===== src/hdl/ubmd_pkg.sv =====
// Behaviour
// - Multiply the predivided input clock by 6, 48, 96 or 144 from bits 7:6; the reference is capped at one tick per clock, so 96 and 144 always saturate.
// - Predivide the input clock by 1 to 63 from bits 5:0.
// - Divide the reference by a 16-bit integer plus 4-bit sixteenths divisor.
// - Bit rate is reference times rate multiplier over sixteen times divisor.
// - Integer divisor is held as a high byte and a low byte.
// - Fractional nibble comes from baud settings bits 3:0, step 0.0625.
// - Baud settings bits 5:4 pick standard, double or quadruple line rate.
// - Quadruple rate takes one mid-bit sample instead of three.
// - The pulse codec is off in double and quadruple rate.
// - Multidrop sends eight data bits plus an address flag, no parity.
// - A received word with address flag set raises the address flag.
// - Address filtering needs both special character and multidrop enables.
// - Station address is the stop character, or its upper nibble plus pins.
// - Pin inputs are sampled continuously and update the station address.
// - Data after a matching address is stored, after others discarded.
// - Addresses are not stored while filtering; a match raises its own flag.
// - Direction control drives the driver enable high once data waits.
// - The driver enable rises a programmed setup time before sending.
// - The driver enable stays high a programmed hold time after sending.
// - Echo suppression drops words received while the transmitter sends.
// - Echo suppression and direction control work together independently.
// - Standard and double rate take three samples and flag disagreement.
package ubmd_pkg;
	localparam int PLL_SEL_HI = 7;
	localparam int PLL_SEL_LO = 6;
	localparam int PREDIV_HI = 5;
	localparam int PREDIV_LO = 0;
	localparam logic [7:0] PLL_MULT_0 = 8'h06;
	localparam logic [7:0] PLL_MULT_1 = 8'h30;
	localparam logic [7:0] PLL_MULT_2 = 8'h60;
	localparam logic [7:0] PLL_MULT_3 = 8'h90;
	localparam int DIV_FRAC_HI = 3;
	localparam int DIV_FRAC_LO = 0;
	localparam int RATE_HI = 5;
	localparam int RATE_LO = 4;
	localparam logic [1:0] RATE_2X = 2'h1;
	localparam logic [1:0] RATE_4X = 2'h2;
	localparam logic [4:0] OS_1X = 5'h10;
	localparam logic [4:0] OS_2X = 5'h08;
	localparam logic [4:0] OS_4X = 5'h04;
	localparam int M1_DIR_EN = 4;
	localparam int M2_ECHO = 7;
	localparam int M2_MDROP = 6;
	localparam int M2_SPCL = 4;
	localparam int FC_PIN_ADDR = 2;
	localparam int DLY_SETUP_HI = 7;
	localparam int DLY_SETUP_LO = 4;
	localparam int DLY_HOLD_HI = 3;
	localparam int DLY_HOLD_LO = 0;
	localparam logic [3:0] TX_LAST_8 = 4'h9;
	localparam logic [3:0] TX_LAST_9 = 4'ha;
	localparam logic [3:0] RX_STOP_8 = 4'h9;
	localparam logic [3:0] RX_STOP_9 = 4'ha;
	localparam logic [20:0] BRG_STEP = 21'h000010;

	typedef struct packed {
		logic [7:0] clock_multiplier_predivider;
		logic [7:0] baud_divisor_high_byte;
		logic [7:0] baud_divisor_low_byte;
		logic [7:0] baud_generator_settings;
		logic [7:0] mode_register_one;
		logic [7:0] mode_register_two;
		logic [7:0] flow_control_settings;
		logic [7:0] second_stop_character;
		logic [7:0] direction_setup_hold_delay;
	} ubmd_cfg_type;

	typedef struct packed {
		logic addr;
		logic noise;
		logic frame_err;
		logic [7:0] data;
	} ubmd_word_type;

	typedef enum logic [3:0] {
		TX_IDLE = 4'h1,
		TX_SETUP = 4'h2,
		TX_SEND = 4'h4,
		TX_HOLD = 4'h8
	} ubmd_tx_st_type;

	typedef enum logic [1:0] {
		RX_IDLE = 2'h1,
		RX_RUN = 2'h2
	} ubmd_rx_st_type;

	typedef struct packed {
		logic [8:0] pll_acc;
		logic ref_tick;
		logic [20:0] brg_acc;
		logic os_tick;
		ubmd_tx_st_type tx_st;
		logic [4:0] tx_os;
		logic [3:0] tx_bit;
		logic [3:0] tx_cnt;
		logic [10:0] tx_sh;
		logic tx_line;
		logic rts;
		logic ir_en;
		ubmd_rx_st_type rx_st;
		logic [4:0] rx_os;
		logic [3:0] rx_bit;
		logic [8:0] rx_sh;
		logic [1:0] rx_smp;
		logic rx_noise;
		logic rx_echo;
		logic rx_valid;
		ubmd_word_type rx_word;
		logic [3:0] gpi;
		logic [7:0] station;
		logic matched;
		logic addr_flag;
		logic match_flag;
	} ubmd_state_type;
endpackage


===== src/hdl/ubmd_line_ctrl.sv =====
`timescale 1ns/1ps
module ubmd_line_ctrl
	import ubmd_pkg::*;
(
	input wire logic i_ref_clk, // 125 MHz clock
	input wire logic i_rstn, // synchronous reset, low
	input wire ubmd_cfg_type i_cfg, // host register contents
	input wire logic i_ir_request, // host asks for pulse codec
	input wire logic [3:0] i_gpi, // general-purpose inputs
	input wire logic i_tx_valid, // transmit FIFO holds a word
	input wire logic [7:0] i_tx_data, // word at FIFO head
	input wire logic i_tx_addr, // ninth bit of that word
	output logic o_tx_ready, // word taken this cycle
	output logic o_tx, // serial line out
	output logic o_rts, // transceiver driver enable
	output logic o_ir_codec_enable, // pulse codec may run
	input wire logic i_rx, // serial line in
	output logic o_rx_valid, // store word in receive FIFO
	output ubmd_word_type o_rx_word, // word and its status
	output logic o_address_received_flag, // address word seen
	output logic o_station_address_match_flag // own address seen
);

	ubmd_state_type r;
	ubmd_state_type n;

	logic [8:0] pd;
	logic [7:0] mult;
	logic [9:0] pll_sum;
	logic [9:0] pll_rem;
	logic [20:0] divisor;
	logic [20:0] brg_sum;
	logic [1:0] rate;
	logic four;
	logic [4:0] os_n;
	logic [4:0] mid;
	logic md;
	logic filt;
	logic dir_en;
	logic echo_en;
	logic [3:0] setup_t;
	logic [3:0] hold_t;
	logic [7:0] station_src;
	logic bit_tick;
	logic tx_last;
	logic take;
	logic [4:0] idx;
	logic rx_eval;
	logic rx_val;
	logic noisy;
	logic [3:0] rx_stop;
	ubmd_word_type w;

	// ------------------------------------------------------------
	// Configuration decode
	// ------------------------------------------------------------
	always_comb begin
		unique case (i_cfg.clock_multiplier_predivider[PLL_SEL_HI:PLL_SEL_LO])
			2'h0: mult = PLL_MULT_0;
			2'h1: mult = PLL_MULT_1;
			2'h2: mult = PLL_MULT_2;
			2'h3: mult = PLL_MULT_3;
		endcase
	end

	// A zero predivider would stall the reference, so it acts as one.
	assign pd = (i_cfg.clock_multiplier_predivider[PREDIV_HI:PREDIV_LO] == 6'h00) ? 9'h001 :
		{3'h0, i_cfg.clock_multiplier_predivider[PREDIV_HI:PREDIV_LO]};
	assign divisor = {1'b0, i_cfg.baud_divisor_high_byte, i_cfg.baud_divisor_low_byte,
		i_cfg.baud_generator_settings[DIV_FRAC_HI:DIV_FRAC_LO]};
	assign rate = i_cfg.baud_generator_settings[RATE_HI:RATE_LO];
	assign four = (rate == RATE_4X);
	always_comb begin
		if (four) begin
			os_n = OS_4X;
		end else if (rate == RATE_2X) begin
			os_n = OS_2X;
		end else begin
			os_n = OS_1X;
		end
	end
	assign mid = os_n >> 1;
	assign md = i_cfg.mode_register_two[M2_MDROP];
	assign filt = md & i_cfg.mode_register_two[M2_SPCL];
	assign dir_en = i_cfg.mode_register_one[M1_DIR_EN];
	assign echo_en = i_cfg.mode_register_two[M2_ECHO];
	assign setup_t = i_cfg.direction_setup_hold_delay[DLY_SETUP_HI:DLY_SETUP_LO];
	assign hold_t = i_cfg.direction_setup_hold_delay[DLY_HOLD_HI:DLY_HOLD_LO];
	assign station_src = i_cfg.flow_control_settings[FC_PIN_ADDR] ?
		{i_cfg.second_stop_character[7:4], r.gpi} : i_cfg.second_stop_character;
	assign rx_stop = md ? RX_STOP_9 : RX_STOP_8;

	// ------------------------------------------------------------
	// Transmit handshake
	// ------------------------------------------------------------
	assign bit_tick = r.os_tick & (r.tx_os == os_n - 5'h01);
	assign tx_last = (r.tx_bit == (md ? TX_LAST_9 : TX_LAST_8));
	// A held driver goes straight back to sending, so no fresh setup is spent.
	assign take = i_tx_valid & (
		((r.tx_st == TX_IDLE) & !(dir_en & (setup_t != 4'h0))) |
		((r.tx_st == TX_SETUP) & bit_tick & (r.tx_cnt == 4'h0)) |
		(r.tx_st == TX_HOLD) |
		((r.tx_st == TX_SEND) & bit_tick & tx_last));
	assign o_tx_ready = take;

	// ------------------------------------------------------------
	// Receive sampling
	// ------------------------------------------------------------
	assign idx = (r.rx_os == os_n - 5'h01) ? 5'h00 : r.rx_os + 5'h01;
	assign rx_eval = r.os_tick & (r.rx_st == RX_RUN) &
		(four ? (idx == mid) : (idx == mid + 5'h01));
	assign rx_val = four ? i_rx : ((r.rx_smp[1] & r.rx_smp[0]) | (r.rx_smp[1] & i_rx) |
		(r.rx_smp[0] & i_rx));
	assign noisy = !four & !((r.rx_smp[1] == r.rx_smp[0]) & (r.rx_smp[0] == i_rx));
	always_comb begin
		w.data = md ? r.rx_sh[7:0] : r.rx_sh[8:1];
		w.addr = md & r.rx_sh[8];
		w.noise = (noisy | r.rx_noise) & !four;
		w.frame_err = !rx_val;
	end

	// ------------------------------------------------------------
	// Next state
	// ------------------------------------------------------------
	always_comb begin
		n = r;
		n.ref_tick = 1'b0;
		n.os_tick = 1'b0;
		n.rx_valid = 1'b0;
		n.addr_flag = 1'b0;
		n.match_flag = 1'b0;
		// Multiplier as a rate accumulator; one reference tick per clock at most.
		pll_sum = {1'b0, r.pll_acc} + {2'h0, mult};
		pll_rem = pll_sum - {1'b0, pd};
		brg_sum = r.brg_acc + BRG_STEP;
		if (pll_sum >= {1'b0, pd}) begin
			n.ref_tick = 1'b1;
			n.pll_acc = (pll_rem >= {1'b0, pd}) ? 9'h000 : pll_rem[8:0];
		end else begin
			n.pll_acc = pll_sum[8:0];
		end
		// The generator counts sixteenths against the full divisor.
		if (r.ref_tick) begin
			if (brg_sum >= divisor) begin
				n.os_tick = 1'b1;
				n.brg_acc = brg_sum - divisor;
			end else begin
				n.brg_acc = brg_sum;
			end
		end
		n.ir_en = i_ir_request & (os_n == OS_1X);
		n.gpi = i_gpi;
		n.station = station_src;

		// Transmitter and direction control.
		if (r.os_tick) begin
			n.tx_os = (r.tx_os == os_n - 5'h01) ? 5'h00 : r.tx_os + 5'h01;
		end
		unique case (r.tx_st)
			TX_IDLE: begin
				if (i_tx_valid & dir_en & (setup_t != 4'h0)) begin
					n.tx_st = TX_SETUP;
					n.tx_cnt = setup_t - 4'h1;
					n.tx_os = 5'h00;
				end
			end
			TX_SETUP: begin
				if (bit_tick & (r.tx_cnt != 4'h0)) begin
					n.tx_cnt = r.tx_cnt - 4'h1;
				end
			end
			TX_SEND: begin
				if (bit_tick) begin
					if (tx_last) begin
						if (dir_en & (hold_t != 4'h0)) begin
							n.tx_st = TX_HOLD;
							n.tx_cnt = hold_t - 4'h1;
						end else begin
							n.tx_st = TX_IDLE;
						end
					end else begin
						n.tx_bit = r.tx_bit + 4'h1;
						n.tx_sh = {1'b1, r.tx_sh[10:1]};
					end
				end
			end
			TX_HOLD: begin
				if (bit_tick) begin
					if (r.tx_cnt == 4'h0) begin
						n.tx_st = TX_IDLE;
					end else begin
						n.tx_cnt = r.tx_cnt - 4'h1;
					end
				end
			end
			default: begin
				n.tx_st = TX_IDLE;
			end
		endcase
		if (take) begin
			n.tx_st = TX_SEND;
			n.tx_bit = 4'h0;
			n.tx_os = 5'h00;
			n.tx_sh = md ? {1'b1, i_tx_addr, i_tx_data, 1'b0} :
				{2'h3, i_tx_data, 1'b0};
		end
		n.tx_line = (n.tx_st == TX_SEND) ? n.tx_sh[0] : 1'b1;
		n.rts = dir_en & (n.tx_st != TX_IDLE);

		// Receiver. Echo marking looks only at the sender, not the driver
		// enable, so the hold time never swallows a genuine reply.
		if (r.os_tick) begin
			unique case (r.rx_st)
				RX_IDLE: begin
					if (!i_rx) begin
						n.rx_st = RX_RUN;
						n.rx_os = 5'h00;
						n.rx_bit = 4'h0;
						n.rx_noise = 1'b0;
						n.rx_echo = (r.tx_st == TX_SEND);
					end
				end
				RX_RUN: begin
					n.rx_os = idx;
					if (idx == 5'h00) begin
						n.rx_bit = r.rx_bit + 4'h1;
					end
					if ((idx == mid - 5'h01) | (idx == mid)) begin
						n.rx_smp = {r.rx_smp[0], i_rx};
					end
				end
				default: begin
					n.rx_st = RX_IDLE;
				end
			endcase
		end
		if (rx_eval) begin
			n.rx_noise = r.rx_noise | noisy;
			if (r.tx_st == TX_SEND) begin
				n.rx_echo = 1'b1;
			end
			if (r.rx_bit == 4'h0) begin
				if (rx_val) begin
					n.rx_st = RX_IDLE;
				end
			end else if (r.rx_bit != rx_stop) begin
				n.rx_sh = {rx_val, r.rx_sh[8:1]};
			end else begin
				n.rx_st = RX_IDLE;
				if (!(echo_en & n.rx_echo)) begin
					if (w.addr) begin
						n.addr_flag = 1'b1;
						if (filt) begin
							n.matched = (w.data == r.station);
							n.match_flag = (w.data == r.station);
						end else begin
							n.rx_valid = 1'b1;
							n.rx_word = w;
						end
					end else if (!filt | r.matched) begin
						n.rx_valid = 1'b1;
						n.rx_word = w;
					end
				end
			end
		end
	end

	// ------------------------------------------------------------
	// State register
	// ------------------------------------------------------------
	always_ff @(posedge i_ref_clk) begin
		if (!i_rstn) begin
			r <= '0;
			r.tx_st <= TX_IDLE;
			r.rx_st <= RX_IDLE;
			r.tx_line <= 1'b1;
			r.rx_smp <= 2'h3;
		end else begin
			r <= n;
		end
	end

	assign o_tx = r.tx_line;
	assign o_rts = r.rts;
	assign o_ir_codec_enable = r.ir_en;
	assign o_rx_valid = r.rx_valid;
	assign o_rx_word = r.rx_word;
	assign o_address_received_flag = r.addr_flag;
	assign o_station_address_match_flag = r.match_flag;

	// ------------------------------------------------------------
	// Checks
	// ------------------------------------------------------------
	chk_os_from_ref: assert property (@(posedge i_ref_clk) disable iff (!i_rstn)
		r.os_tick |-> $past(r.ref_tick))
		else $error("baud tick without reference tick");
	chk_ir_rate_off: assert property (@(posedge i_ref_clk) disable iff (!i_rstn)
		(rate == RATE_4X || rate == RATE_2X) |=> !o_ir_codec_enable)
		else $error("pulse codec on in fast rate");
	chk_rts_on_data: assert property (@(posedge i_ref_clk) disable iff (!i_rstn)
		(r.tx_st == TX_IDLE) && i_tx_valid && dir_en |=> o_rts)
		else $error("driver enable late for waiting data");
	chk_rts_before_tx: assert property (@(posedge i_ref_clk) disable iff (!i_rstn)
		$fell(o_tx) && $past(dir_en) |-> o_rts && ($past(o_rts) || $past(setup_t == 4'h0)))
		else $error("start bit without driver enable");
	chk_rts_hold: assert property (@(posedge i_ref_clk) disable iff (!i_rstn)
		(r.tx_st == TX_HOLD) && $past(r.tx_st == TX_HOLD) |-> o_rts)
		else $error("driver enable dropped during hold");
	chk_echo_drop: assert property (@(posedge i_ref_clk) disable iff (!i_rstn)
		rx_eval && (r.rx_bit == rx_stop) && echo_en && r.rx_echo |=> !o_rx_valid)
		else $error("echoed word stored");
	chk_filter_addr: assert property (@(posedge i_ref_clk) disable iff (!i_rstn)
		o_rx_valid && $past(filt) |-> !o_rx_word.addr)
		else $error("address stored while filtering");
	chk_match_addr: assert property (@(posedge i_ref_clk) disable iff (!i_rstn)
		o_station_address_match_flag |-> o_address_received_flag && $past(filt))
		else $error("match flag without address flag");
	chk_noise_4x: assert property (@(posedge i_ref_clk) disable iff (!i_rstn)
		o_rx_valid && $past(four) |-> !o_rx_word.noise)
		else $error("noise flagged in quadruple rate");
	chk_addr_mdrop: assert property (@(posedge i_ref_clk) disable iff (!i_rstn)
		o_address_received_flag |-> $past(md))
		else $error("address flag outside multidrop");
	chk_ready_setup: assert property (@(posedge i_ref_clk) disable iff (!i_rstn)
		(r.tx_st == TX_SETUP) && !(bit_tick && (r.tx_cnt == 4'h0)) |-> !o_tx_ready)
		else $error("word taken before setup time ended");
	chk_rts_dir_off: assert property (@(posedge i_ref_clk) disable iff (!i_rstn)
		!dir_en |=> !o_rts)
		else $error("driver enable raised without direction control");
	chk_addr_frame: assert property (@(posedge i_ref_clk) disable iff (!i_rstn)
		o_rx_valid && o_rx_word.addr |-> $past(md))
		else $error("stored address flag outside multidrop");
	chk_station_pins: assert property (@(posedge i_ref_clk) disable iff (!i_rstn)
		$past(i_rstn) && $past(i_cfg.flow_control_settings[FC_PIN_ADDR]) |->
		(r.station == {$past(i_cfg.second_stop_character[7:4]), $past(r.gpi)}))
		else $error("station address not following pins");
	chk_station_reg: assert property (@(posedge i_ref_clk) disable iff (!i_rstn)
		$past(i_rstn) && !$past(i_cfg.flow_control_settings[FC_PIN_ADDR]) |->
		(r.station == $past(i_cfg.second_stop_character)))
		else $error("station address not the stop character");
	chk_echo_no_flag: assert property (@(posedge i_ref_clk) disable iff (!i_rstn)
		rx_eval && (r.rx_bit == rx_stop) && echo_en && r.rx_echo |=>
		!o_address_received_flag && !o_station_address_match_flag)
		else $error("echoed word raised a flag");

endmodule // ubmd_line_ctrl


===== config.mk =====
export PLATFORM = sky130hd
export DESIGN_NAME = ubmd_line_ctrl
export DESIGN_NICKNAME = d
export VERILOG_FILES = /design/src/hdl/ubmd_pkg.sv /design/src/hdl/ubmd_line_ctrl.sv
export SDC_FILE = /design/constraint.sdc
export NUM_CORES = 1
export LEC_CHECK = 0
export ABC_AREA = 1
export BUFFER_PORTS_ARGS = -buffer_cell sky130_fd_sc_hd__clkbuf_2
export CAP_MARGIN = 20
export CORE_MARGIN = 2
export CORE_UTILIZATION = 59
export CTS_CLUSTER_DIAMETER = 30
export DETAILED_ROUTE_END_ITERATION = 10
export GPL_TIMING_DRIVEN = 0
export HOLD_SLACK_MARGIN = 0.05
export PLACE_DENSITY = 0.82
export SETUP_SLACK_MARGIN = 0.1
export SKIP_CTS_REPAIR_TIMING = 1
export SYNTH_ARGS = -nofsm -noshare
export SYNTH_HDL_FRONTEND = slang
export SYNTH_SLANG_ARGS = --single-unit

===== constraint.sdc =====
create_clock -name i_ref_clk -period 4.2 [get_ports i_ref_clk]
set_input_delay 0.42 -clock i_ref_clk [delete_from_list [all_inputs] [get_ports i_ref_clk]]
set_output_delay 0.42 -clock i_ref_clk [all_outputs]
set_load 0.02 [all_outputs]

## Word level (Yosys, flattened, before mapping)

Cells that the tools add are included.

- Word-level logic and storage cells: 222
- Output and inout bits: 18
- Register bits after elaboration: 114
- Input port bits: 90

- $lt $le $gt $ge: 3
- Reductions and logical operators: 35
- Equality and inequality tests: 36
- Mux-type cells: 63
- $add $sub $neg: 14
- Bitwise gates (word level): 41

Operators with widths:

| cell | number |
|---|---|
| two-way mux 12 bit | 6 |
| two-way mux 4 bit | 15 |
| two-way mux 11 bit | 5 |
| case mux 4 bit (4 select lines) | 2 |
| case mux 8 bit (4 select lines) | 1 |
| two-way mux 5 bit | 6 |
| two-way mux 9 bit | 3 |
| AND 1 bit | 25 |
| adder 21 x 5 -> 21 bit (second input constant) | 1 |
| >= comparator 21 x 20 -> 1 bit | 1 |
| two-way mux 21 bit | 1 |
| subtractor 21 x 20 -> 21 bit | 1 |
| equality test 5 bit | 4 |
| >= comparator 10 x 6 -> 1 bit | 2 |
| two-way mux 19 bit | 1 |
| two-way mux 2 bit | 9 |
| case mux 9 bit (2 select lines) | 1 |
| AND reduction 3 bit | 6 |
| inequality test 2 bit (second input constant) | 8 |
| nonzero test 4 bit | 4 |
| two-way mux 14 bit | 1 |
| two-way mux 13 bit | 1 |
| AND reduction 6 bit | 2 |
| nonzero test 2 bit | 6 |
| other kinds (40) | 80 |

## Depth between registers and ports, before layout

Gate-level depths: netlist (run 1).

- Depth after elaboration: 15
- Mapped depth: 23
- Mapped depth without buffers: 23

## Worst setup path before layout (run 1)

Ideal clock, no wire load.

- Path type: input to register
- From: input port i_cfg[70] in the netlist's numbering
- To: register r[105] in the netlist's numbering
- Data arrival time: 3.100 ns
- Buffers on the path: 0
- Required time: 4.141 ns
- Library setup time: 0.059 ns
- Slack: 1.041 ns
- Cell stages on the path: 21
- Cells stage by stage: inv_1 -> ha_1 -> inv_1 -> nand2_1 -> and2_1 -> ha_1 -> inv_1 -> nand2_1 -> xor2_1 -> ha_1 -> inv_1 -> o31ai_1 -> xor2_1 -> ha_1 -> nand2_1 -> inv_1 -> nand2_1 -> nand3_1 -> nor2_1 -> nand3_1 -> nand2_1

- Longest elaborated chain between the ends: 7
- Elaborated cells between the ends (all ways): 11
- Classes of those cells: add/sub: 2; order compare: 2; eq/ne: 3; mux: 3; reduce/logical: 1

Ends and longest elaborated chain:

| item | RTL line | text |
|---|---|---|
| from (decl) | ubmd_line_ctrl.sv:7 | `input wire ubmd_cfg_type i_cfg,` |
| equality test 2 bit, or another cell as far along | ubmd_line_ctrl.sv:58 | `unique case (i_cfg.clock_multiplier_predivider[PLL_SEL_HI:PLL_SEL_LO])` |
| case mux 8 bit (4 select lines) (*) | ubmd_line_ctrl.sv:58 |  |
| adder 9 x 8 -> 10 bit (*) | ubmd_line_ctrl.sv:133 | `pll_sum = {1'b0, r.pll_acc} + {2'h0, mult};` |
| subtractor 10 x 6 -> 10 bit | ubmd_line_ctrl.sv:134 | `pll_rem = pll_sum - {1'b0, pd};` |
| >= comparator 10 x 6 -> 1 bit | ubmd_line_ctrl.sv:138 | `n.pll_acc = (pll_rem >= {1'b0, pd}) ? 9'h000 : pll_rem[8:0];` |
| two-way mux 9 bit | ubmd_line_ctrl.sv:138 |  |
| two-way mux 9 bit (*) | ubmd_line_ctrl.sv:136 | `if (pll_sum >= {1'b0, pd}) begin` |
| to (signal assigned) | ubmd_line_ctrl.sv:280 | `r <= n;` |
| to (decl) | ubmd_line_ctrl.sv:24 | `ubmd_state_type r;` |

Every way passes the cells marked *; elsewhere a longest branch is shown, timed or not. The select of a mux whose other input is x is not followed.
A chain may end at the register's enable or synchronous reset.

## Worst setup path after layout (run 1)

- From: register r[89] in the netlist's numbering
- To: register r[96] in the netlist's numbering

- Longest elaborated chain between the ends: 3
- Elaborated cells between the ends (all ways): 4
- Classes of those cells: add/sub: 2; order compare: 1; mux: 1

Ends and longest elaborated chain:

| item | RTL line | text |
|---|---|---|
| adder 21 x 5 -> 21 bit (*) | ubmd_line_ctrl.sv:135 | `brg_sum = r.brg_acc + BRG_STEP;` |
| subtractor 21 x 20 -> 21 bit or >= comparator 21 x 20 -> 1 bit (tied branches) | ubmd_line_ctrl.sv:146, ubmd_line_ctrl.sv:144 |  |
| two-way mux 21 bit (*) | ubmd_line_ctrl.sv:144 | `if (brg_sum >= divisor) begin` |

Every way passes the cells marked *; elsewhere a longest branch is shown, timed or not.

==> results.rst, run 1 <==
.. list-table::
   :header-rows: 1

   * - Metric
     - Value
   * - Clock Tree Buf Depth
     - 2
   * - Async SR Flop Fraction
     - 0%
   * - Num ports
     - 108
   * - Worst setup EP type
     - flop
   * - Deepest level of the CTS H-tree
     - 4
   * - Clock insertion delay at the later pin of the skew report
     - 420 ps
   * - Path type of the worst min-delay path
     - in -> reg
   * - Pin count of the biggest net entering global routing
     - 17
   * - Post-DRT Antenna Nets
     - 0
   * - Count of antenna diodes in the layout
     - 0
   * - Worst-path cell with the longest stage delay
     - sky130_fd_sc_hd__nor4_1
   * - Initial Util
     - 60.18%
   * - Top area cells in the synthesized netlist
     - sky130_fd_sc_hd__dfxtp_1 (29%), sky130_fd_sc_hd__nand2_1 (13%), sky130_fd_sc_hd__ha_1 (9.1%)
   * - Post-detailed-route via-to-cell ratio
     - about 5.2
   * - Summed negative setup slack over all endpoints
     - 0 ps
   * - Gr usage total
     - 26.47%
   * - Worst voltage drop across the vdd grid
     - between 300 and 400 uV
   * - Most common cell in the synthesized netlist
     - sky130_fd_sc_hd__nand2_1
   * - Buffers on Ports
     - 84
   * - Path depth of the worst reg2reg path
     - 17
   * - Final worst-path cycle share
     - about nine tenths
   * - Num rows
     - 42
   * - Syn Std Cell Area
     - 7938 um^2
   * - Area leader, netlist
     - sky130_fd_sc_hd__dfxtp_1
   * - Flop and latch count out of synthesis
     - 114
   * - Critical path class
     - reg -> reg
   * - Proportion of synthesized chip area in sequential cells
     - between 20% and 30%
   * - Cell depth of the worst min-delay path
     - 3
   * - Number of buffers created by CTS
     - 17
   * - Data required time of the critical path
     - between 4000 and 5000 ps
   * - Worst hold path startpoint
     - i_cfg[15]
   * - RSZ-0062 raised after global routing
     - no
   * - Share of cells above drive strength 1
     - 13.64%
   * - Die ar.
     - 14,400 um^2
   * - Slew of the pin with the lowest slew margin
     - 612.2 ps
   * - R2r startpoint
     - r[89]$_SDFFE_PN0P_
   * - Post-CTS clock slew at the launch and capture registers of the worst setup and hold paths
     - 60 ps
   * - Area added between synthesis and finish
     - 15.70%
   * - DRC violations left
     - 0
   * - Stage delay of the slowest cell on the critical path
     - 420 ps
   * - Maximum clock frequency
     - 0.2662 GHz
   * - Buffer cell driving the clock tree root
     - sky130_fd_sc_hd__clkbuf_16
   * - Yosys warning total
     - 0
   * - Total global routing overflow
     - 0
   * - Area share of the largest cell type after synthesis
     - 28.75%
   * - Worst-path maximum fanout
     - 10
   * - Result of the run
     - finished clean
   * - Layout net count
     - 1,442
   * - Leak pwr
     - 4.754 nW
   * - DP Wirelength
     - between 10 and 15 mm
   * - Cell-by-cell trace of the critical path
     - nand3_1, nor3b_2, nand2_1, nor3_2, nand3_1, xnor2_1, ha_1, nand2_1, nor4_1, nand3_1, nand3_1, nand2_1, nand2_2, buf_2, nand3_1, nand3_1, a21oi_1
   * - WL per Instance
     - 12.60 um
   * - Hold Path End
     - r[10]$_SDFF_PN0_
   * - Pwr per Cell Area
     - 378.1 nW/um^2
   * - Synthesized instance count
     - 1,187
   * - Main flop type after synthesis
     - sky130_fd_sc_hd__dfxtp_1
   * - Total number of clock tree sinks
     - about 110
   * - Number of design-rule violations left by the first detailed-router iteration
     - 713
   * - Depth of the critical timing path with buffers and inverters included
     - 17
   * - Total count of max-transition violations in the final report
     - 0
   * - Post-synthesis cell type count
     - 54
   * - Minimum setup slack among reg-to-reg paths
     - 440 ps
   * - Vias
     - 7,722
   * - CP startpoint kind
     - flop
   * - Global-route wire length before repair
     - around 31 mm
   * - Setup Slack @ Placement
     - around 450 ps
   * - Worst max-slew margin expressed relative to the limit
     - between 50% and 60%
   * - Fin worst setup slack
     - 443.6 ps
   * - Weighted congestion reported at the end of routability-driven placement
     - 0.9175
   * - Total of max-cap violations
     - 0
   * - Core Box Area
     - 13,190 um^2
   * - Total buffers and inverters traversed by the critical path
     - 1
   * - Initial antenna violation count
     - 0
   * - Category of cells accounting for the largest share of critical-path delay
     - simple AND/OR/NAND/NOR gates
   * - Launching instance or port of the critical path
     - r[89]$_SDFFE_PN0P_
   * - Worst path arrival time
     - roughly 4000 ps
   * - Top cell by count, worst path
     - sky130_fd_sc_hd__nand3_1
   * - Vertical extent of the die
     - roughly 120 um
   * - Synth Area per Inst
     - 6.687 um^2
   * - Final Skew
     - 6.268 ps
   * - Setup violators final
     - 0
   * - Time the final worst path needs with I/O delays and setup
     - 3756 ps
   * - Final hold violation count
     - 0
   * - Ranking of synthesized cells by instance count
     - sky130_fd_sc_hd__nand2_1 (278), sky130_fd_sc_hd__inv_1 (183), sky130_fd_sc_hd__dfxtp_1 (114)
   * - Aggregate routed wire length
     - around 19 mm
   * - Filler instances
     - around 1,200
   * - Reg-to-reg endpoint
     - r[96]$_SDFFE_PN0P_
   * - Via count of the first global-routing pass
     - 7,027
   * - Number of optimization iterations in the first detailed-route pass
     - 5
   * - Clock tree from TritonCTS
     - built
   * - Number of enable flip-flop cells after synthesis
     - 0
   * - Die X
     - between 100 and 150 um
[worst max path at each step]
stage	to	slack [ps]
2_1_floorplan	r[105]$_SDFFE_PN0N_	1040
3_3_place_gp	r[106]$_SDFF_PN0_	490
3_5_place_dp	r[107]$_SDFF_PN0_	450
4_1_cts	r[96]$_SDFFE_PN0P_	540
5_1_grt	r[94]$_SDFFE_PN0P_	100
6_report	r[96]$_SDFFE_PN0P_	440
[placed cells by master (no fill, tap or decap), types with 5 or more instances in the layout]
master | netlist | final
sky130_fd_sc_hd__inv_1 | 183 | 183
sky130_fd_sc_hd__inv_2 | 5 | 5
sky130_fd_sc_hd__nand4_1 | 16 | 16
sky130_fd_sc_hd__clkbuf_16 | 0 | 17
sky130_fd_sc_hd__xnor2_1 | 12 | 12
sky130_fd_sc_hd__nor3_1 | 13 | 13
sky130_fd_sc_hd__buf_4 | 17 | 17
sky130_fd_sc_hd__xor2_1 | 41 | 41
sky130_fd_sc_hd__or2_2 | 5 | 5
sky130_fd_sc_hd__clkbuf_1 | 14 | 14
sky130_fd_sc_hd__o21ai_0 | 64 | 64
sky130_fd_sc_hd__nand3_1 | 82 | 82
sky130_fd_sc_hd__nor4_1 | 8 | 8
sky130_fd_sc_hd__ha_1 | 58 | 58
sky130_fd_sc_hd__nand2_1 | 278 | 278
sky130_fd_sc_hd__o21ai_1 | 6 | 6
sky130_fd_sc_hd__nor2_1 | 105 | 105
sky130_fd_sc_hd__dfxtp_1 | 114 | 114
sky130_fd_sc_hd__a21oi_1 | 75 | 75
sky130_fd_sc_hd__clkbuf_2 | 0 | 84
sky130_fd_sc_hd__nand2_2 | 8 | 8
sky130_fd_sc_hd__a211oi_1 | 5 | 5
sky130_fd_sc_hd__a31oi_1 | 16 | 16
[per-stage QoR]
step	cells	total power, mW	util (%)	hold WS, ps	cell area [um^2]
6_report	1481	3.473	69.63	176.7	9184
5_1_grt	1481	3.652	69.63	184.4	9184
4_1_cts	1481	3.479	69.63	170.0	9184
3_5_place_dp	1449	2.028	65.09	444.0	8586
3_3_place_gp	1449	2.011	65.09	438.1	8586
2_1_floorplan	1189	1.827	-	430.6	7945
[cells by family after synthesis]
logic type	after synthesis	share of synthesized area, %
buffers and inverters	229	12.20
xor gates and xnor gates	53	5.848
and+or+nand+nor	542	30.41
adders and majority gates	60	9.647
AOI/OAI and AO/OA	188	13.10
DFF	114	28.75
other	1	0.04724
[worst reg2reg max path, cell delays in order, from the launching register on]
cell	delay (ps)
sky130_fd_sc_hd__dfxtp_1	390
sky130_fd_sc_hd__nand3_1	160
sky130_fd_sc_hd__nor3b_2	360
sky130_fd_sc_hd__nand2_1	120
sky130_fd_sc_hd__nor3_2	270
sky130_fd_sc_hd__nand3_1	180
sky130_fd_sc_hd__xnor2_1	180
sky130_fd_sc_hd__ha_1	380
sky130_fd_sc_hd__nand2_1	120
sky130_fd_sc_hd__nor4_1	420
sky130_fd_sc_hd__nand3_1	170
sky130_fd_sc_hd__nand3_1	130
sky130_fd_sc_hd__nand2_1	90
sky130_fd_sc_hd__nand2_2	120
sky130_fd_sc_hd__buf_2	240
sky130_fd_sc_hd__nand3_1	120
sky130_fd_sc_hd__nand3_1	90
sky130_fd_sc_hd__a21oi_1	70
[per-layer routing]
metal  global-route usage (%)  wire [um]
met5                        0          0
met1                    33.20       8428
met2                    45.67       8892
met4                    10.00        364
met3                    4.040        982
[area by class of cell]
| type | count | area [um^2] | area share, % |
|---|---|---|---|
| Tap cell | 176 | 220.2 | 2.398 |
| Sequential cell | 114 | 2282 | 24.85 |
| Inverter | 188 | 705.7 | 7.684 |
| Multi-Input combinational cell | 846 | 4695 | 51.12 |
| Clock buffer | 17 | 425.4 | 4.632 |
| Clock inverter | 15 | 172.7 | 1.880 |
| Timing Repair Buffer | 84 | 420.4 | 4.578 |
| Buffer | 41 | 262.8 | 2.861 |
[power by group]
| part | total (mW) | switching, mW | internal, mW | leakage [nW] |
|---|---|---|---|---|
| Combinational | 0.833 | 0.520 | 0.313 | 3.54 |
| Clock | 1.46 | 0.567 | 0.889 | 0.289 |
| Sequential | 1.18 | 0.0430 | 1.14 | 0.930 |
| Total | 3.47 | 1.13 | 2.34 | 4.75 |
[registers in the layout, indices dropped and copies added (netlist names)]
register                      flops
o_address_received_flag           1
o_ir_codec_enable                 1
o_rts                             1
o_rx_valid                        1
o_rx_word                        11
o_station_address_match_flag      1
o_tx                              1
r                                97
Note: power is estimated with default switching activity, not from simulation.
==> run 2, diff against run 1 <==
--- a/config.mk
+++ b/config.mk
@@ -14,7 +14,7 @@
 export DETAILED_ROUTE_END_ITERATION = 10
 export GPL_TIMING_DRIVEN = 0
 export HOLD_SLACK_MARGIN = 0.05
-export PLACE_DENSITY = 0.82
+export PLACE_DENSITY = 0.88
 export SETUP_SLACK_MARGIN = 0.1
 export SKIP_CTS_REPAIR_TIMING = 1
 export SYNTH_ARGS = -nofsm -noshare
==> run 2 against run 1 <==
Die area is the same. Final area up 0.63%. Setup slack improved by 110 ps. Largest power group unchanged. Hold slack got worse by 0.87 ps. Highest routed layer unchanged. Combinational power up 2%. Sequential share of layout area fell by 0.15 points. Register-to-register slack better by 110 ps. Clock power grew 8%. Final cell count did not move.
==> results.rst, run 2 (synthesis results as in run 1) <==
.. list-table::
   :header-rows: 1

   * - Metric
     - Value
   * - Slew of the pin with the lowest slew margin
     - between 500 and 600 ps
   * - Pin count of the biggest net entering global routing
     - 17
   * - Clock insertion delay at the later pin of the skew report
     - 420 ps
   * - Number of optimization iterations in the first detailed-route pass
     - 5
   * - Buffer cell driving the clock tree root
     - sky130_fd_sc_hd__clkbuf_16
   * - Initial antenna violation count
     - 0
   * - Cell-by-cell trace of the critical path
     - nand3_1, nor3b_2, nand2_1, nor3_2, nand3_1, xnor2_1, ha_1, nand2_1, nor4_2, nand3_1, nand3_1, nand2_1, nand2_2, buf_2, nand3_1, nand3_1, a21oi_1
   * - Initial Util
     - 60.18%
   * - Category of cells accounting for the largest share of critical-path delay
     - simple AND/OR/NAND/NOR gates
   * - RSZ-0062 raised after global routing
     - no
   * - Total count of max-transition violations in the final report
     - 0
   * - Clock tree from TritonCTS
     - built
   * - Time the final worst path needs with I/O delays and setup
     - 3643 ps
   * - Leak pwr
     - 4.776 nW
   * - Worst setup EP type
     - flop
   * - Worst voltage drop across the vdd grid
     - 259.5 uV
   * - Vias
     - 7,979
   * - Number of design-rule violations left by the first detailed-router iteration
     - 528
   * - Stage delay of the slowest cell on the critical path
     - 400 ps
   * - Weighted congestion reported at the end of routability-driven placement
     - approximately 0.93
   * - Die X
     - 120.0 um
   * - Setup violators final
     - 0
   * - Core utilization of the finished layout
     - a little over two thirds
   * - Pwr per Cell Area
     - 392.0 nW/um^2
   * - Total of max-cap violations
     - 0
   * - DRC violations left
     - 0
   * - Global-route wire length before repair
     - 32.02 mm
   * - CP startpoint kind
     - flop
   * - Total buffers and inverters traversed by the critical path
     - 1
   * - Critical path class
     - reg -> reg
   * - Worst-path cell with the longest stage delay
     - sky130_fd_sc_hd__ha_1
   * - Gr usage total
     - 27.48%
   * - Total global routing overflow
     - 0
   * - Num ports
     - 108
   * - Post-DRT Antenna Nets
     - 0
   * - Register with the most flip-flops
     - r
   * - Total number of clock tree sinks
     - 114
   * - Maximum clock frequency
     - between 0.2 and 0.3 GHz
   * - Most common cell after layout, fill and taps aside
     - sky130_fd_sc_hd__nand2_1
   * - Worst-path maximum fanout
     - 10
   * - Post-detailed-route via-to-cell ratio
     - 5.388
   * - Result of the run
     - finished clean
   * - Share of cells above drive strength 1
     - 13.72%
   * - Final Skew
     - about 4.8 ps
   * - Worst hold margin
     - 175.9 ps
   * - Buffers on Ports
     - 84
   * - Via count of the first global-routing pass
     - between 7,000 and 8,000
   * - Count of antenna diodes in the layout
     - 0
   * - Depth of the critical timing path with buffers and inverters included
     - 17
   * - Die ar.
     - 14,400 um^2
   * - Area added between synthesis and finish
     - 16.42%
   * - DP Wirelength
     - 14.40 mm
   * - Post-CTS clock slew at the launch and capture registers of the worst setup and hold paths
     - 60 ps
   * - Aggregate routed wire length
     - 19.35 mm
   * - Data required time of the critical path
     - 4480 ps
   * - Final hold violation count
     - 0
   * - WL per Instance
     - approximately 13 um
   * - Worst max-slew margin expressed relative to the limit
     - 60.27%
   * - Max FFs per register
     - 97
   * - Path depth of the worst reg2reg path
     - 17
   * - Final worst-path cycle share
     - 86.75%
   * - Commonest cells after routing, fill and taps aside
     - sky130_fd_sc_hd__nand2_1 (278), sky130_fd_sc_hd__inv_1 (183), sky130_fd_sc_hd__dfxtp_1 (114), sky130_fd_sc_hd__nor2_1 (105), sky130_fd_sc_hd__clkbuf_2 (84)
   * - Summed negative setup slack over all endpoints
     - 0 ps
   * - Worst path arrival time
     - 3930 ps
   * - Num rows
     - 42
   * - Deepest level of the CTS H-tree
     - 4
   * - Cell depth of the worst min-delay path
     - 3
   * - Vertical extent of the die
     - 120.0 um
   * - Core Box Area
     - 13,190 um^2
   * - Layout net count
     - 1,442
   * - Path type of the worst min-delay path
     - in -> reg
   * - Top cell by count, worst path
     - sky130_fd_sc_hd__nand3_1
   * - Clock Tree Buf Depth
     - 2
   * - Number of buffers created by CTS
     - 17
[run 2: changes by cell type in the layout (fill, tap and decap cells not counted), sizes merged]
cell    change
clkbuf      +2
bufinv      +2
clkinv      -2
inv         -2
[run 2: worst paths after layout]
kind                      startpoint            endpoint  slack (ps)
setup / recovery  r[89]$_SDFFE_PN0P_  r[96]$_SDFFE_PN0P_         560
hold / removal             i_cfg[15]    r[10]$_SDFF_PN0_         180
setup reg to reg  r[89]$_SDFFE_PN0P_  r[96]$_SDFFE_PN0P_         560
hold reg to reg     r[14]$_SDFF_PN0_     r[6]$_SDFF_PN0_         460
[run 2: tightest hold or removal path, delay by kind of cell]
| family | cells | cell delay [ps] |
|---|---|---|
| simple gates | 1 | 40 |
| buf+inv | 2 | 110 |
[run 2: routing by layer]
| metal | GRT usage [%] | vias up | share of wire [%] |
|---|---|---|---|
| met5 | 0 | - | 0 |
| met4 | 10.66 | 0 | 2.5 |
| met3 | 5.941 | 50 | 6.6 |
| met2 | 47.55 | 277 | 48 |
| met1 | 33.16 | 3624 | 43 |
| li1 | - | 4028 | - |
[run 2: power breakdown]
part	internal [mW]	switching [mW]
Combinational	0.316	0.536
Sequential	1.14	0.0446
Clock	1.03	0.551
[run 2: final cells by class]
class                           count  area [um^2]
Buffer                             41        262.8
Clock buffer                       19        452.9
Clock inverter                     13        196.4
Tap cell                          176        220.2
Inverter                          188        705.7
Sequential cell                   114         2282
Fill cell                        1091         3949
Multi-Input combinational cell    846         4701
Timing Repair Buffer               84        420.4
[run 2: per-stage QoR]
stage	setup WS [ps]	std cells	total power [mW]	instance area, um^2
after floorplan	1041	1189	1.827	7945
after global placement	555.9	1449	2.005	8586
after detailed placement	496.3	1449	2.028	8586
after CTS	519.2	1481	3.611	9235
after global routing	214.7	1481	3.793	9241
final	556.6	1481	3.623	9241
==> run 3, diff against run 2 <==
--- a/config.mk
+++ b/config.mk
@@ -5,14 +5,12 @@
 export SDC_FILE = /design/constraint.sdc
 export NUM_CORES = 1
 export LEC_CHECK = 0
-export ABC_AREA = 1
 export BUFFER_PORTS_ARGS = -buffer_cell sky130_fd_sc_hd__clkbuf_2
 export CAP_MARGIN = 20
 export CORE_MARGIN = 2
 export CORE_UTILIZATION = 59
 export CTS_CLUSTER_DIAMETER = 30
 export DETAILED_ROUTE_END_ITERATION = 10
-export GPL_TIMING_DRIVEN = 0
 export HOLD_SLACK_MARGIN = 0.05
 export PLACE_DENSITY = 0.88
 export SETUP_SLACK_MARGIN = 0.1
==> run 3 against run 2 <==
Register-to-register slack lost 240 ps. Highest routed layer unchanged. Sequential share of layout area grew 1.3 points. Critical path depth shrank 4.
==> results.rst, run 3 <==
.. list-table::
   :header-rows: 1

   * - Metric
     - Value
   * - Result of the run
     - finished clean
   * - Buffers on Ports
     - 86
   * - Top area cells in the synthesized netlist
     - sky130_fd_sc_hd__dfxtp_1 (30%), sky130_fd_sc_hd__ha_1 (9.4%), sky130_fd_sc_hd__xnor2_1 (5.6%)
   * - Num rows
     - 41
   * - Synth Area in Adders
     - between 9 and 10%
   * - Post-synthesis share of cell area spent on and, or, nand and nor gates
     - 20.07%
   * - Cell depth of the worst min-delay path
     - 2
   * - Post-detailed-route via-to-cell ratio
     - 5.754
   * - Worst setup EP type
     - flop
   * - Number of buffers created by CTS
     - 17
   * - Die X
     - 118.2 um
   * - Path depth of the worst reg2reg path
     - 13
   * - Setup violators final
     - 0
   * - Num ports
     - ~110
   * - Weighted congestion reported at the end of routability-driven placement
     - 0.8881
   * - Proportion of synthesized chip area in sequential cells
     - 29.67%
   * - Post-DRT Antenna Nets
     - 0
   * - Commonest cells after routing, fill and taps aside
     - sky130_fd_sc_hd__dfxtp_1 (114), sky130_fd_sc_hd__clkbuf_2 (86), sky130_fd_sc_hd__nor2_1 (83), sky130_fd_sc_hd__nand2_1 (72), sky130_fd_sc_hd__inv_1 (64)
   * - Main flop type after synthesis
     - sky130_fd_sc_hd__dfxtp_1
   * - Die ar.
     - 13,970 um^2
   * - Total global routing overflow
     - 0
   * - Syn Std Cell Area
     - between 7000 and 8000 um^2
   * - Register with the most flip-flops
     - r
   * - Most common cell after layout, fill and taps aside
     - sky130_fd_sc_hd__dfxtp_1
   * - Path type of the worst min-delay path
     - in -> reg
   * - Post-synthesis cell type count
     - approximately 80
   * - Count of antenna diodes in the layout
     - 0
   * - DRC violations left
     - 0
   * - Clock tree from TritonCTS
     - built
   * - Time the final worst path needs with I/O delays and setup
     - ~3900 ps
   * - Worst max-slew margin expressed relative to the limit
     - 41.60%
   * - Summed negative setup slack over all endpoints
     - 0 ps
   * - Stage delay of the slowest cell on the critical path
     - 470 ps
   * - Final hold violation count
     - 0
   * - Share of cells above drive strength 1
     - 15.34%
   * - Minimum setup slack among reg-to-reg paths
     - 320 ps
   * - Global-route wire length before repair
     - between 20 and 30 mm
   * - Leak pwr
     - ~3.9 nW
   * - Number of enable flip-flop cells after synthesis
     - 0
   * - Max FFs per register
     - 97
   * - Core Box Area
     - ~13,000 um^2
   * - Initial antenna violation count
     - 0
   * - Clock insertion delay at the later pin of the skew report
     - 410 ps
   * - Buffer cell driving the clock tree root
     - sky130_fd_sc_hd__clkbuf_16
   * - DP Wirelength
     - 12.30 mm
   * - Data required time of the critical path
     - around 4500 ps
   * - Main combinational cell family by area after synthesis
     - simple AND/OR/NAND/NOR gates
   * - Number of optimization iterations in the first detailed-route pass
     - 5
   * - Slew of the pin with the lowest slew margin
     - 871.3 ps
   * - Most common cell in the synthesized netlist
     - sky130_fd_sc_hd__dfxtp_1
   * - Ranking of synthesized cells by instance count
     - sky130_fd_sc_hd__dfxtp_1 (114), sky130_fd_sc_hd__nor2_1 (84), sky130_fd_sc_hd__nand2_1 (72)
   * - WL per Instance
     - approximately 14 um
   * - Sequential cell area
     - 2282 um^2
   * - Post-CTS clock slew at the launch and capture registers of the worst setup and hold paths
     - 60 ps
   * - Share of cell area taken by muxes after synthesis
     - 5.076%
   * - Worst voltage drop across the vdd grid
     - approximately 330 uV
   * - Via count of the first global-routing pass
     - 6,438
   * - Worst-path maximum fanout
     - 17
   * - Top cell by count, worst path
     - sky130_fd_sc_hd__o21ai_0
   * - Total count of max-transition violations in the final report
     - 0
   * - Aggregate routed wire length
     - around 17 mm
   * - Final Skew
     - 9.791 ps
   * - RSZ-0062 raised after global routing
     - no
   * - Vias
     - 6,841
   * - Number of design-rule violations left by the first detailed-router iteration
     - 645
   * - Multi-input logic area
     - about 4900 um^2
   * - Filler instances
     - 987
   * - Pin count of the biggest net entering global routing
     - 52
   * - Pwr per Cell Area
     - 406.2 nW/um^2
   * - Synthesized instance count
     - between 900 and 1,000
   * - Area share of the largest cell type after synthesis
     - 29.67%
   * - Flop and latch count out of synthesis
     - between 100 and 150
   * - Maximum clock frequency
     - between 0.2 and 0.3 GHz
   * - Power consumption
     - 3.566 mW
   * - CP startpoint kind
     - flop
   * - Layout net count
     - 1,154
   * - Area leader, netlist
     - sky130_fd_sc_hd__dfxtp_1
   * - XOR/XNOR Fraction of Synth Area
     - 9.614%
   * - Worst path arrival time
     - 4190 ps
   * - Synth Area per Inst
     - 8.191 um^2
   * - Gr usage total
     - 24.60%
   * - Area added between synthesis and finish
     - 14.14%
   * - Critical path class
     - reg -> reg
   * - Total of max-cap violations
     - 0
   * - Yosys warning total
     - 0
   * - Area fraction in compound gates after synthesis
     - between 10% and 20%
   * - Cell-by-cell trace of the critical path
     - nand3_1, nor2_1, nand4_1, xnor2_1, ha_1, inv_1, o21bai_1, a21oi_1, o21ai_0, o21a_1, or2_2, o21ai_0, a32o_1
   * - Total number of clock tree sinks
     - ~110
   * - Final worst-path cycle share
     - approximately 90%
   * - Async SR Flop Fraction
     - 0%
   * - Vertical extent of the die
     - about 120 um
   * - Deepest level of the CTS H-tree
     - 4
   * - Clock Tree Buf Depth
     - 2
   * - Initial Util
     - 60.70%
   * - Worst-path cell with the longest stage delay
     - sky130_fd_sc_hd__dfxtp_1
==> run 3: cell types whose count changed after synthesis, sizes merged, moves of 17 or more <==
cell,previous run,this run
o21ai,71,44
a21oi,75,58
inv,188,64
xnor2,12,50
mux2i,0,39
a211oi,5,25
nand3,85,37
nor2,108,84
nand2,287,72
==> run 3: per-layer routing <==
layer,track usage (%),vias to the layer above,part of all wire [%]
li1,-,3458,-
met1,31.63,3138,45
met2,41.91,227,48
met3,5.164,18,6.0
met4,6.325,0,1.2
met5,0,-,0
==> run 3: cell families (layout without fill, tap and decap cells) <==
| kind of cell | count (synthesis) | after routing |
|---|---|---|
| buffers and inverters | 120 | 196 |
| adder cells (fa/ha/maj) | 60 | 60 |
| AND/OR/NAND/NOR | 304 | 304 |
| flip-flops | 114 | 114 |
| other | 1 | 3 |
| AO/OA/AOI/OAI | 219 | 219 |
| multiplexers | 39 | 39 |
| XOR/XNOR | 82 | 82 |
==> run 3: power breakdown <==
group | leakage [nW] | internal (mW) | switching [mW]
Combinational | 2.70 | 0.393 | 0.518
Sequential | 0.929 | 1.15 | 0.0733
Clock | 0.276 | 0.894 | 0.539
==> run 3: path summary, 6_finish.rpt <==
check | from | endpoint
setup reg to reg | r[89]$_SDFFE_PN0P_ | r[89]$_SDFFE_PN0P_
hold reg to reg | o_rx_word[8]$_SDFFE_PN0P_ | o_rx_word[8]$_SDFFE_PN0P_
setup / recovery | r[89]$_SDFFE_PN0P_ | r[89]$_SDFFE_PN0P_
hold / removal | i_cfg[13] | r[8]$_SDFF_PN0_
==> run 3: critical path: cells and delay by family, from the launching register on <==
family / cells / cell delay, ps
flip-flops: 1 / 470
adder cells (fa/ha/maj): 1 / 320
buffers and inverters: 1 / 110
AO/OA/AOI/OAI: 6 / 1510
AND/OR/NAND/NOR: 4 / 1120
XOR/XNOR: 1 / 230
==> run 3: area by class of cell <==
class | count | share of cell area [%]
clock buffers | 18 | 5.003
clock inverters | 14 | 1.767
inverters | 64 | 2.737
multi-input cells | 707 | 55.94
flip-flops and latches | 114 | 26.00
well taps | 172 | 2.452
repair buffers | 100 | 6.100
==> run 3: metrics by stage <==
stage                     utilization [%]  std cells  cell area [um^2]  hold slack [ps]  setup slack, ps
after floorplan                         -        941              7699            432.2            752.6
after global routing                69.28       1189              8778            215.1            115.0
after detailed placement            64.50       1157              8173            456.8            111.1
after CTS                           69.19       1189              8767            204.7            331.5
after global placement              64.50       1157              8173            438.5            268.3
final                               69.28       1189              8778            212.8            319.5
